### config.mk
export PLATFORM = sky130hd
export DESIGN_NAME = ssx_exec
export DESIGN_NICKNAME = d
export VERILOG_FILES = /design/src/ssx_pkg.sv /design/src/ssx_alu_if.sv /design/src/ssx_exec.sv /design/src/ssx_alu.sv /design/src/ssx_file_ram.sv
export SDC_FILE = /design/constraint.sdc
export NUM_CORES = 2
export LEC_CHECK = 0
export ABC_CLOCK_PERIOD_IN_PS = 12000
export BUFFER_PORTS_ARGS = -buffer_cell sky130_fd_sc_hd__buf_2
export CELL_PAD_IN_SITES_DETAIL_PLACEMENT = 0
export CELL_PAD_IN_SITES_GLOBAL_PLACEMENT = 1
export CORE_ASPECT_RATIO = 0.7
export CORE_MARGIN = 2
export CORE_UTILIZATION = 55
export CTS_CLUSTER_DIAMETER = 60
export CTS_CLUSTER_SIZE = 30
export DETAILED_ROUTE_END_ITERATION = 7
export PLACE_DENSITY = 0.86
export SKIP_CTS_REPAIR_TIMING = 1
export SYNTH_ARGS = -nofsm -noshare
export SYNTH_HDL_FRONTEND = slang
export SYNTH_SLANG_ARGS = --single-unit
### constraint.sdc
create_clock -name pclk -period 12 [get_ports pclk]
set_clock_uncertainty 0.2 [all_clocks]
set_input_delay 3.6 -clock pclk [delete_from_list [all_inputs] [get_ports pclk]]
set_output_delay 3.6 -clock pclk [all_outputs]
set_load 0.02 [all_outputs]
### src/ssx_pkg.sv
// Purpose: shared constants and types of the subtract/swap/xor executor
// Assumes: 32-bit apb data, one aligned word per register
// Notes:   all offsets, field positions and reset values live here
package ssx_pkg;

    // ----------------------------------------------------------------
    // widths
    // ----------------------------------------------------------------
    localparam int DATA_W = 8;   // accumulator and file register width
    localparam int ADDR_W = 7;   // file operand field, 0..127

    // ----------------------------------------------------------------
    // register byte offsets
    // ----------------------------------------------------------------
    localparam logic [7:0] OFS_CMD    = 8'h00;  // write issues an instruction
    localparam logic [7:0] OFS_ACC    = 8'h04;  // accumulator
    localparam logic [7:0] OFS_STATUS = 8'h08;  // flags and busy
    localparam logic [7:0] OFS_FADDR  = 8'h0c;  // file window pointer
    localparam logic [7:0] OFS_FDATA  = 8'h10;  // file window data
    localparam logic [7:0] OFS_DIRA   = 8'h14;  // port a direction, read only
    localparam logic [7:0] OFS_DIRB   = 8'h18;  // port b direction, read only
    localparam logic [7:0] OFS_DIRC   = 8'h1c;  // port c direction, read only

    // ----------------------------------------------------------------
    // command register fields
    // ----------------------------------------------------------------
    localparam int CMD_OP_LSB   = 0;    // 3-bit opcode
    localparam int CMD_DEST_BIT = 3;    // 0 accumulator, 1 file register
    localparam int CMD_ADDR_LSB = 4;    // 7-bit file operand
    localparam int CMD_LIT_LSB  = 16;   // 8-bit literal

    // ----------------------------------------------------------------
    // status register fields
    // ----------------------------------------------------------------
    localparam int STAT_C    = 0;
    localparam int STAT_DC   = 1;
    localparam int STAT_Z    = 2;
    localparam int STAT_BUSY = 3;

    // ----------------------------------------------------------------
    // reset values and direction selectors
    // ----------------------------------------------------------------
    localparam logic [DATA_W-1:0] ACC_RST  = 8'h00;
    localparam logic [2:0]        FLAG_RST = 3'h0;   // c, dc, z
    localparam logic [DATA_W-1:0] DIR_RST  = 8'hff;  // all pins input
    localparam logic [ADDR_W-1:0] SEL_DIRA = 7'h05;
    localparam logic [ADDR_W-1:0] SEL_DIRB = 7'h06;
    localparam logic [ADDR_W-1:0] SEL_DIRC = 7'h07;

    // ----------------------------------------------------------------
    // opcodes and sequencer states
    // ----------------------------------------------------------------
    typedef enum logic [2:0] {
        no_op                = 3'b000,
        sub_acc_from_file_op = 3'b001,
        sub_with_borrow_op   = 3'b010,
        nibble_exchange_op   = 3'b011,
        xor_immediate_op     = 3'b100,
        xor_file_op          = 3'b101,
        port_dir_load_op     = 3'b110
    } ssx_op_t;

    typedef enum logic [1:0] {
        st_idle = 2'b00,
        st_exec = 2'b01
    } ssx_state_t;

endpackage : ssx_pkg

### src/ssx_alu_if.sv
// Purpose: operand and result bundle between sequencer and alu
// Assumes: purely combinational traffic
// Notes:   top drives operands, alu drives results
`timescale 1ns/10ps
interface ssx_alu_if;
    import ssx_pkg::*;
    ssx_op_t           op;
    logic [DATA_W-1:0] acc;
    logic [DATA_W-1:0] fval;
    logic [DATA_W-1:0] lit;
    logic              cin;
    logic [DATA_W-1:0] result;
    logic              c_out;
    logic              dc_out;

    modport top (output op, acc, fval, lit, cin, input result, c_out, dc_out);
    modport alu (input op, acc, fval, lit, cin, output result, c_out, dc_out);
endinterface : ssx_alu_if

### src/ssx_exec.sv
// Purpose: apb-driven executor for subtract, swap, xor and direction load
// Assumes: apb master with setup and access phases, one transfer at a time
// Notes:   a write to the command register runs one instruction
//
// What this block does
// RULE_01: sub: file minus accumulator, dest bit routes
// RULE_02: sub sets carry, half carry, zero
// RULE_03: borrow subtract also removes inverted carry
// RULE_04: swap nibbles, route result, flags kept
// RULE_05: xor literal into accumulator, zero only
// RULE_06: xor file, dest bit routes, zero only
// RULE_07: accumulator loads direction register 5..7
// RULE_08: zero flag set when result is zero
`timescale 1ns/10ps
module ssx_exec (
    input  wire logic                      pclk,
    input  wire logic                      presetn,
    input  wire logic                      psel,
    input  wire logic                      penable,
    input  wire logic                      pwrite,
    input  wire logic [7:0]                paddr,
    input  wire logic [31:0]               pwdata,
    output logic      [31:0]               prdata,
    output logic                           pready,
    output logic                           pslverr,
    output logic      [ssx_pkg::DATA_W-1:0] port_a_dir_reg,
    output logic      [ssx_pkg::DATA_W-1:0] port_b_dir_reg,
    output logic      [ssx_pkg::DATA_W-1:0] port_c_dir_reg
);
    import ssx_pkg::*;

    // ----------------------------------------------------------------
    // state
    // ----------------------------------------------------------------
    ssx_state_t        state,    next_state;
    ssx_op_t           cmd_op,   next_cmd_op;
    logic              cmd_dest, next_cmd_dest;
    logic [ADDR_W-1:0] cmd_addr, next_cmd_addr;
    logic [DATA_W-1:0] cmd_lit,  next_cmd_lit;
    logic [DATA_W-1:0] acc,      next_acc;
    logic              c_flag,   next_c_flag;
    logic              half_carry_flag, next_half_carry_flag;
    logic              z_flag,   next_z_flag;
    logic [ADDR_W-1:0] faddr,    next_faddr;
    logic [DATA_W-1:0] next_dir_a, next_dir_b, next_dir_c;
    logic [31:0]       next_prdata;
    logic              next_pready;
    logic              next_pslverr;

    logic              acc_phase;
    logic              accept;
    logic              mapped;
    logic              ram_we;
    logic [ADDR_W-1:0] ram_waddr;
    logic [DATA_W-1:0] ram_wdata;
    logic [DATA_W-1:0] fval;
    logic [DATA_W-1:0] win_data;
    logic              exec_go;

    // ----------------------------------------------------------------
    // datapath pieces
    // ----------------------------------------------------------------
    ssx_alu_if u_if ();

    ssx_alu u_alu (
        .bus (u_if.alu)
    );

    ssx_file_ram #(
        .AW (ADDR_W),
        .DW (DATA_W)
    ) u_ram (
        .clk     (pclk),
        .we      (ram_we),
        .waddr   (ram_waddr),
        .wdata   (ram_wdata),
        .raddr_a (cmd_addr),
        .rdata_a (fval),
        .raddr_b (faddr),
        .rdata_b (win_data)
    );

    // alu operands
    assign u_if.op   = cmd_op;
    assign u_if.acc  = acc;
    assign u_if.fval = fval;
    assign u_if.lit  = cmd_lit;
    assign u_if.cin  = (cmd_op == sub_with_borrow_op) ? c_flag : 1'b1;  // [RULE_03]

    // ----------------------------------------------------------------
    // apb decode
    // ----------------------------------------------------------------
    assign acc_phase = psel & penable;
    assign accept    = acc_phase & pready;
    assign exec_go   = (state == st_exec);
    assign mapped    = (paddr[1:0] == 2'h0) && (paddr <= OFS_DIRC);

    // ----------------------------------------------------------------
    // next values: bus, sequencer, execute writeback
    // ----------------------------------------------------------------
    always_comb begin
        next_state           = state;
        next_cmd_op          = cmd_op;
        next_cmd_dest        = cmd_dest;
        next_cmd_addr        = cmd_addr;
        next_cmd_lit         = cmd_lit;
        next_acc             = acc;
        next_c_flag          = c_flag;
        next_half_carry_flag = half_carry_flag;
        next_z_flag          = z_flag;
        next_faddr           = faddr;
        next_dir_a           = port_a_dir_reg;
        next_dir_b           = port_b_dir_reg;
        next_dir_c           = port_c_dir_reg;
        next_pready          = acc_phase & ~pready;  // one wait state
        next_prdata          = prdata;
        next_pslverr         = 1'b0;
        ram_we               = 1'b0;
        ram_waddr            = faddr;
        ram_wdata            = pwdata[DATA_W-1:0];

        // read data and error settle during the wait state
        if (acc_phase && !pready) begin
            next_pslverr = ~mapped;
            case (paddr)
                OFS_CMD:    next_prdata = {8'h00, cmd_lit, 5'h00, cmd_addr,
                                           cmd_dest, cmd_op};
                OFS_ACC:    next_prdata = {24'h0, acc};
                OFS_STATUS: next_prdata = {28'h0, exec_go, z_flag,
                                           half_carry_flag, c_flag};
                OFS_FADDR:  next_prdata = {25'h0, faddr};
                OFS_FDATA:  next_prdata = {24'h0, win_data};
                OFS_DIRA:   next_prdata = {24'h0, port_a_dir_reg};
                OFS_DIRB:   next_prdata = {24'h0, port_b_dir_reg};
                OFS_DIRC:   next_prdata = {24'h0, port_c_dir_reg};
                default:    next_prdata = 32'h0;
            endcase
        end

        // writes take effect at the completing edge
        if (accept && pwrite && mapped) begin
            case (paddr)
                OFS_CMD: begin
                    if (!exec_go) begin
                        next_cmd_op   = ssx_op_t'(pwdata[CMD_OP_LSB +: 3]);
                        next_cmd_dest = pwdata[CMD_DEST_BIT];
                        next_cmd_addr = pwdata[CMD_ADDR_LSB +: ADDR_W];
                        next_cmd_lit  = pwdata[CMD_LIT_LSB +: DATA_W];
                        next_state    = st_exec;
                    end
                end
                OFS_ACC:    next_acc   = pwdata[DATA_W-1:0];
                OFS_STATUS: begin
                    next_c_flag          = pwdata[STAT_C];
                    next_half_carry_flag = pwdata[STAT_DC];
                    next_z_flag          = pwdata[STAT_Z];
                end
                OFS_FADDR:  next_faddr = pwdata[ADDR_W-1:0];
                OFS_FDATA:  ram_we     = 1'b1;
                default:    ;
            endcase
        end

        // execute cycle
        case (state)
            st_idle: ;
            st_exec: begin
                next_state = st_idle;
                ram_waddr  = cmd_addr;
                ram_wdata  = u_if.result;
                case (cmd_op)
                    sub_acc_from_file_op, sub_with_borrow_op: begin
                        if (cmd_dest) ram_we = 1'b1;                 // [RULE_01] [RULE_03]
                        else          next_acc = u_if.result;        // [RULE_01] [RULE_03]
                        next_c_flag          = u_if.c_out;           // [RULE_02] [RULE_03]
                        next_half_carry_flag = u_if.dc_out;          // [RULE_02]
                        next_z_flag          = (u_if.result == 8'h00); // [RULE_08]
                    end
                    nibble_exchange_op: begin
                        if (cmd_dest) ram_we = 1'b1;                 // [RULE_04]
                        else          next_acc = u_if.result;        // [RULE_04]
                    end
                    xor_immediate_op: begin
                        next_acc    = u_if.result;                   // [RULE_05]
                        next_z_flag = (u_if.result == 8'h00);        // [RULE_05] [RULE_08]
                    end
                    xor_file_op: begin
                        if (cmd_dest) ram_we = 1'b1;                 // [RULE_06]
                        else          next_acc = u_if.result;        // [RULE_06]
                        next_z_flag = (u_if.result == 8'h00);        // [RULE_06] [RULE_08]
                    end
                    port_dir_load_op: begin
                        case (cmd_addr)
                            SEL_DIRA: next_dir_a = acc;              // [RULE_07]
                            SEL_DIRB: next_dir_b = acc;              // [RULE_07]
                            SEL_DIRC: next_dir_c = acc;              // [RULE_07]
                            default:  ;
                        endcase
                    end
                    default: ;
                endcase
            end
            default: next_state = st_idle;
        endcase
    end

    // ----------------------------------------------------------------
    // registers
    // ----------------------------------------------------------------
    always_ff @(posedge pclk or negedge presetn) begin
        if (!presetn) begin
            state           <= st_idle;
            cmd_op          <= no_op;
            cmd_dest        <= 1'b0;
            cmd_addr        <= '0;
            cmd_lit         <= '0;
            acc             <= ACC_RST;
            c_flag          <= FLAG_RST[STAT_C];
            half_carry_flag <= FLAG_RST[STAT_DC];
            z_flag          <= FLAG_RST[STAT_Z];
            faddr           <= '0;
            port_a_dir_reg  <= DIR_RST;
            port_b_dir_reg  <= DIR_RST;
            port_c_dir_reg  <= DIR_RST;
            prdata          <= 32'h0;
            pready          <= 1'b0;
            pslverr         <= 1'b0;
        end else begin
            state           <= next_state;
            cmd_op          <= next_cmd_op;
            cmd_dest        <= next_cmd_dest;
            cmd_addr        <= next_cmd_addr;
            cmd_lit         <= next_cmd_lit;
            acc             <= next_acc;
            c_flag          <= next_c_flag;
            half_carry_flag <= next_half_carry_flag;
            z_flag          <= next_z_flag;
            faddr           <= next_faddr;
            port_a_dir_reg  <= next_dir_a;
            port_b_dir_reg  <= next_dir_b;
            port_c_dir_reg  <= next_dir_c;
            prdata          <= next_prdata;
            pready          <= next_pready;
            pslverr         <= next_pslverr;
        end
    end

    logic is_sub;
    assign is_sub = exec_go && (cmd_op == sub_acc_from_file_op);
endmodule : ssx_exec

### src/ssx_alu.sv
// Purpose: result and carries for the executed instruction
// Assumes: operands stable for the execute cycle
// Notes:   subtraction done as f + ~w + cin
`timescale 1ns/10ps
module ssx_alu (
    ssx_alu_if.alu bus
);
    import ssx_pkg::*;

    // ----------------------------------------------------------------
    // adder shared by byte and nibble carries
    // ----------------------------------------------------------------
    function automatic logic [DATA_W:0] add_c(input logic [DATA_W-1:0] a,
                                             input logic [DATA_W-1:0] b,
                                             input logic              ci);
        add_c = {1'b0, a} + {1'b0, b} + {{DATA_W{1'b0}}, ci};
    endfunction : add_c

    logic [DATA_W:0] full_sum;
    logic [DATA_W:0] nib_sum;

    // carry out means no borrow
    assign full_sum = add_c(bus.fval, ~bus.acc, bus.cin);
    assign nib_sum  = add_c({4'h0, bus.fval[3:0]}, {4'h0, ~bus.acc[3:0]}, bus.cin);

    // result by opcode
    always_comb begin
        bus.c_out  = full_sum[DATA_W];
        bus.dc_out = nib_sum[4];
        case (bus.op)
            sub_acc_from_file_op: bus.result = full_sum[DATA_W-1:0];
            sub_with_borrow_op:   bus.result = full_sum[DATA_W-1:0];
            nibble_exchange_op:   bus.result = {bus.fval[3:0], bus.fval[7:4]};
            xor_immediate_op:     bus.result = bus.acc ^ bus.lit;
            xor_file_op:          bus.result = bus.acc ^ bus.fval;
            default:              bus.result = bus.acc;
        endcase
    end

endmodule : ssx_alu

### src/ssx_file_ram.sv
// Purpose: file register array, one write and two read ports
// Assumes: single writer per cycle
// Notes:   contents undefined after reset
`timescale 1ns/10ps
module ssx_file_ram #(
    parameter int AW = 7,
    parameter int DW = 8
) (
    input  wire logic          clk,
    input  wire logic          we,
    input  wire logic [AW-1:0] waddr,
    input  wire logic [DW-1:0] wdata,
    input  wire logic [AW-1:0] raddr_a,
    output logic      [DW-1:0] rdata_a,
    input  wire logic [AW-1:0] raddr_b,
    output logic      [DW-1:0] rdata_b
);
    logic [DW-1:0] mem [0:(1<<AW)-1];

    // asynchronous reads
    assign rdata_a = mem[raddr_a];
    assign rdata_b = mem[raddr_b];

    // synchronous write
    always_ff @(posedge clk) begin
        if (we) begin
            mem[waddr] <= wdata;
        end
    end

endmodule : ssx_file_ram

==> metrics <==
status=finished with violations; failing checks=capacitance limit, slew limit; Hold Path Class=reg2reg; CP startpoint kind=register; Synth async-reset ratio=0.0750; post-synthesis xor/xnor area fraction=0.00116; mux contribution to synthesized area=0.264; Synth cell types=81; synth warn=0; number of antenna violations at the first check in global routing=15; post-synthesis simple-gate area fraction=0.0432; first-pass GRT wire length=229000 um; H-tree depth reported by CTS=2; Cell Int Power=5140 uW; DRT iter0 DRCs=5922; Final period util=0.703; clk_lat worst skew=690 ps; biggest regs=u_ram.mem: 1024 flops, prdata: 19 flops; vias per std cell=7.48; TritonCTS clock tree=yes; CTS root buffer=clkbuf_16; DP HPWL=106000 um; IO buf count=76; RSZ-0062 raised after global routing=no; Critical Path AT=8610 ps; final hold vios=0; ys flop type=edfxtp_1; NetSw=1380 uW; Post-Syn Instances=3043; vias in the first global route=31200; die height=263 um; Post-synth EDFFs=1024; largest family of logic cells by synthesized area=multiplexers; Buf/Inv on CP=3; # fillers=6836; Place WS=3760 ps; Largest Register=u_ram.mem; slowest stage delay, CP=850 ps; Crit path required time=12170 ps; Initial Utilization=0.553; row count=95; CTS buffer count=50; clock power share=0.340; IO Count=103; setup_tns=0 ps; sequential fraction of the synthesis area=0.621; Die Area=98700 sq um; ANT nets after route=0; peak supply drop=0.120 mV; crit-path cells=buf_4 > buf_4 > or3b_2 > nor2_1 > nor3_1 > nand3_1 > nand4_1 > nand4_1 > ha_1 > nand2_1 > nand2_1 > a21oi_1 > o21bai_1 > a21oi_1 > xnor2_1 > a21oi_1 > or4_1 > a2bb2oi_1 > mux2_4 > buf_4; DRC errors left=0; Crit path max-delay family=simple AND/OR/NAND/NOR gates; nets@finish=3069; drt total wl=161000 um; DRT Pass-1 Iters=6; Max Cap Viol=1; Seq pwr share=0.646; CP max FO=65; Multi-input gate area=19100 sq um; pwr/cell area=116 nW/um^2; Slew @ Worst Pin=1510 ps; switching share of power=0.211; f_max=0.119 GHz; wire per inst=37.3 um; Storage cell area=32900 sq um; area of the core=95700 sq um; proportion of layout cells with a drive suffix above 1=0.278; Max Slew Vio Count=5; cell area after synthesis=52900 sq um; Rel. slew slack=-0.0121; Final min period=8440 ps; mean post-synth cell area=17.4 sq um; Max Buffers Root-to-Sink=3; combinational power share=0.014; final worst setup slack=3560 ps; flops & latches, synth=1107; total number of vias=32200; GRT Total Usage=0.325; Synth Area in Compound Gates=0.0468; setup violators final=0; Worst setup EP type=register; CTS sink cnt=1107; Largest register FFs=1024; clock-pin slew on the worst setup and hold paths=100 ps; Die X-Extent=375 um; Worst path slowest cell=or3b_2; Post-Synth Adder-Cell Area=0.00241; P&R area growth vs syn=6.38%; CP Class=reg2reg; total gr overflow=0; largest net degree at the start of global routing=118; placer congestion estimate=0.946; Leak=0.0167 uW; Tot Pwr=6510 uW
==> cells in the final DEF (no fill, tap or decap), types with 9 or more instances in the layout <==
cell type and instances:
and2_1 11, or3_1 14, nand4_1 10, mux2i_1 183, o22ai_1 38, conb_1 13
mux2_1 15, nand2b_1 13, nor3_1 23, a22oi_1 36, clkbuf_16 53, o21ai_1 10
inv_1 21, nand3_1 32, a221oi_1 9, o221ai_1 19, a222oi_1 10, edfxtp_1 1024
nor2_1 210, a21oi_1 55, nor2b_1 11, o21ai_0 91, dfstp_2 24, mux4_2 494
nand2_1 172, a211o_1 9, dfrtp_1 49, mux2_2 69, buf_2 75, inv_8 9
buf_4 63, a211oi_1 17
==> power by group through the flow <==
| stage | clock, uW | sequential (uW) | combinational (uW) |
|---|---|---|---|
| floorplan | 0 | 4300 | 39.6 |
| global placement | 0 | 4300 | 83.2 |
| detailed placement | 0 | 4300 | 90.4 |
| CTS | 2210 | 4210 | 90.1 |
| global route | 2340 | 4210 | 98.0 |
| finish | 2210 | 4210 | 91.7 |
==> cell families (layout without fill, tap and decap cells) <==
kind of cell	after synthesis	in the layout
adders and majority gates	9	9
muxes	766	766
other	1	18
and+or+nand+nor	526	526
DFF	1107	1107
AOI/OAI and AO/OA	369	369
xor gates and xnor gates	7	7
buffers and inverters	258	249
==> through the flow <==
stage | utilization | instance area, sq um | cells | hold WS [ps]
2_1_floorplan | - | 52900 | 3055 | 295
5_1_grt | 0.588 | 56300 | 4307 | 322
4_1_cts | 0.588 | 56200 | 4306 | 294
3_5_place_dp | 0.570 | 54500 | 4223 | 271
6_report | 0.588 | 56300 | 4312 | 292
3_3_place_gp | 0.570 | 54500 | 4223 | 263
==> worst min-delay path: cells and delay by family, from the launching register on <==
kind	cells	cell delay, ps
flops	1	350
compound gates	1	60
simple gates	1	50
==> routing by layer <==
metal	vias up	track usage	routed length, um
met5	-	0	88
met3	341	0.127	25900
met4	14	0.0889	4890
met2	2576	0.464	70100
met1	16800	0.471	59900
li1	12500	-	-
==> final timing paths <==
path	startpoint	end	slack (ps)	cells past startpoint
max in group asynchronous	presetn	faddr[4]$_DFFE_PN0P_	7870	1
setup / recovery	cmd_addr[2]$_DFFE_PN0P_	u_ram.mem[124][6]$_DFFE_PP_	3560	20
min in group asynchronous	presetn	pready$_DFF_PN0_	2890	1
hold / removal	prdata[16]$_DFFE_PN0P_	prdata[16]$_DFFE_PN0P_	290	2
hold reg to reg	prdata[16]$_DFFE_PN0P_	prdata[16]$_DFFE_PN0P_	290	2
setup reg to reg	cmd_addr[2]$_DFFE_PN0P_	u_ram.mem[124][6]$_DFFE_PP_	3560	20
==> Yosys cell counts, types with 22 or more instances <==
library cell,number,area (sq um)
mux2i_1,184,1840
edfxtp_1,1024,30700
a21oi_1,57,285
o22ai_1,38,238
buf_1,40,150
inv_1,22,82.6
o21ai_0,94,470
nor2_1,212,796
clkbuf_1,129,484
dfstp_2,24,631
nor3_1,24,120
nand2_1,172,646
a22oi_1,36,270
mux4_2,494,11100
mux2_2,73,822
nand3_1,36,180
dfrtp_1,59,1480
buf_2,42,210
==> cell type report <==
class | count | area share
Antenna cell | 5 | 0.000222
Sequential cell | 1107 | 0.584
Timing Repair Buffer | 143 | 0.0169
Clock buffer | 55 | 0.0237
Multi-Input combinational cell | 1690 | 0.339
Tap cell | 1261 | 0.0280
Inverter | 23 | 0.00153
Clock inverter | 28 | 0.00649
Note: power is estimated with default switching activity, not from simulation.
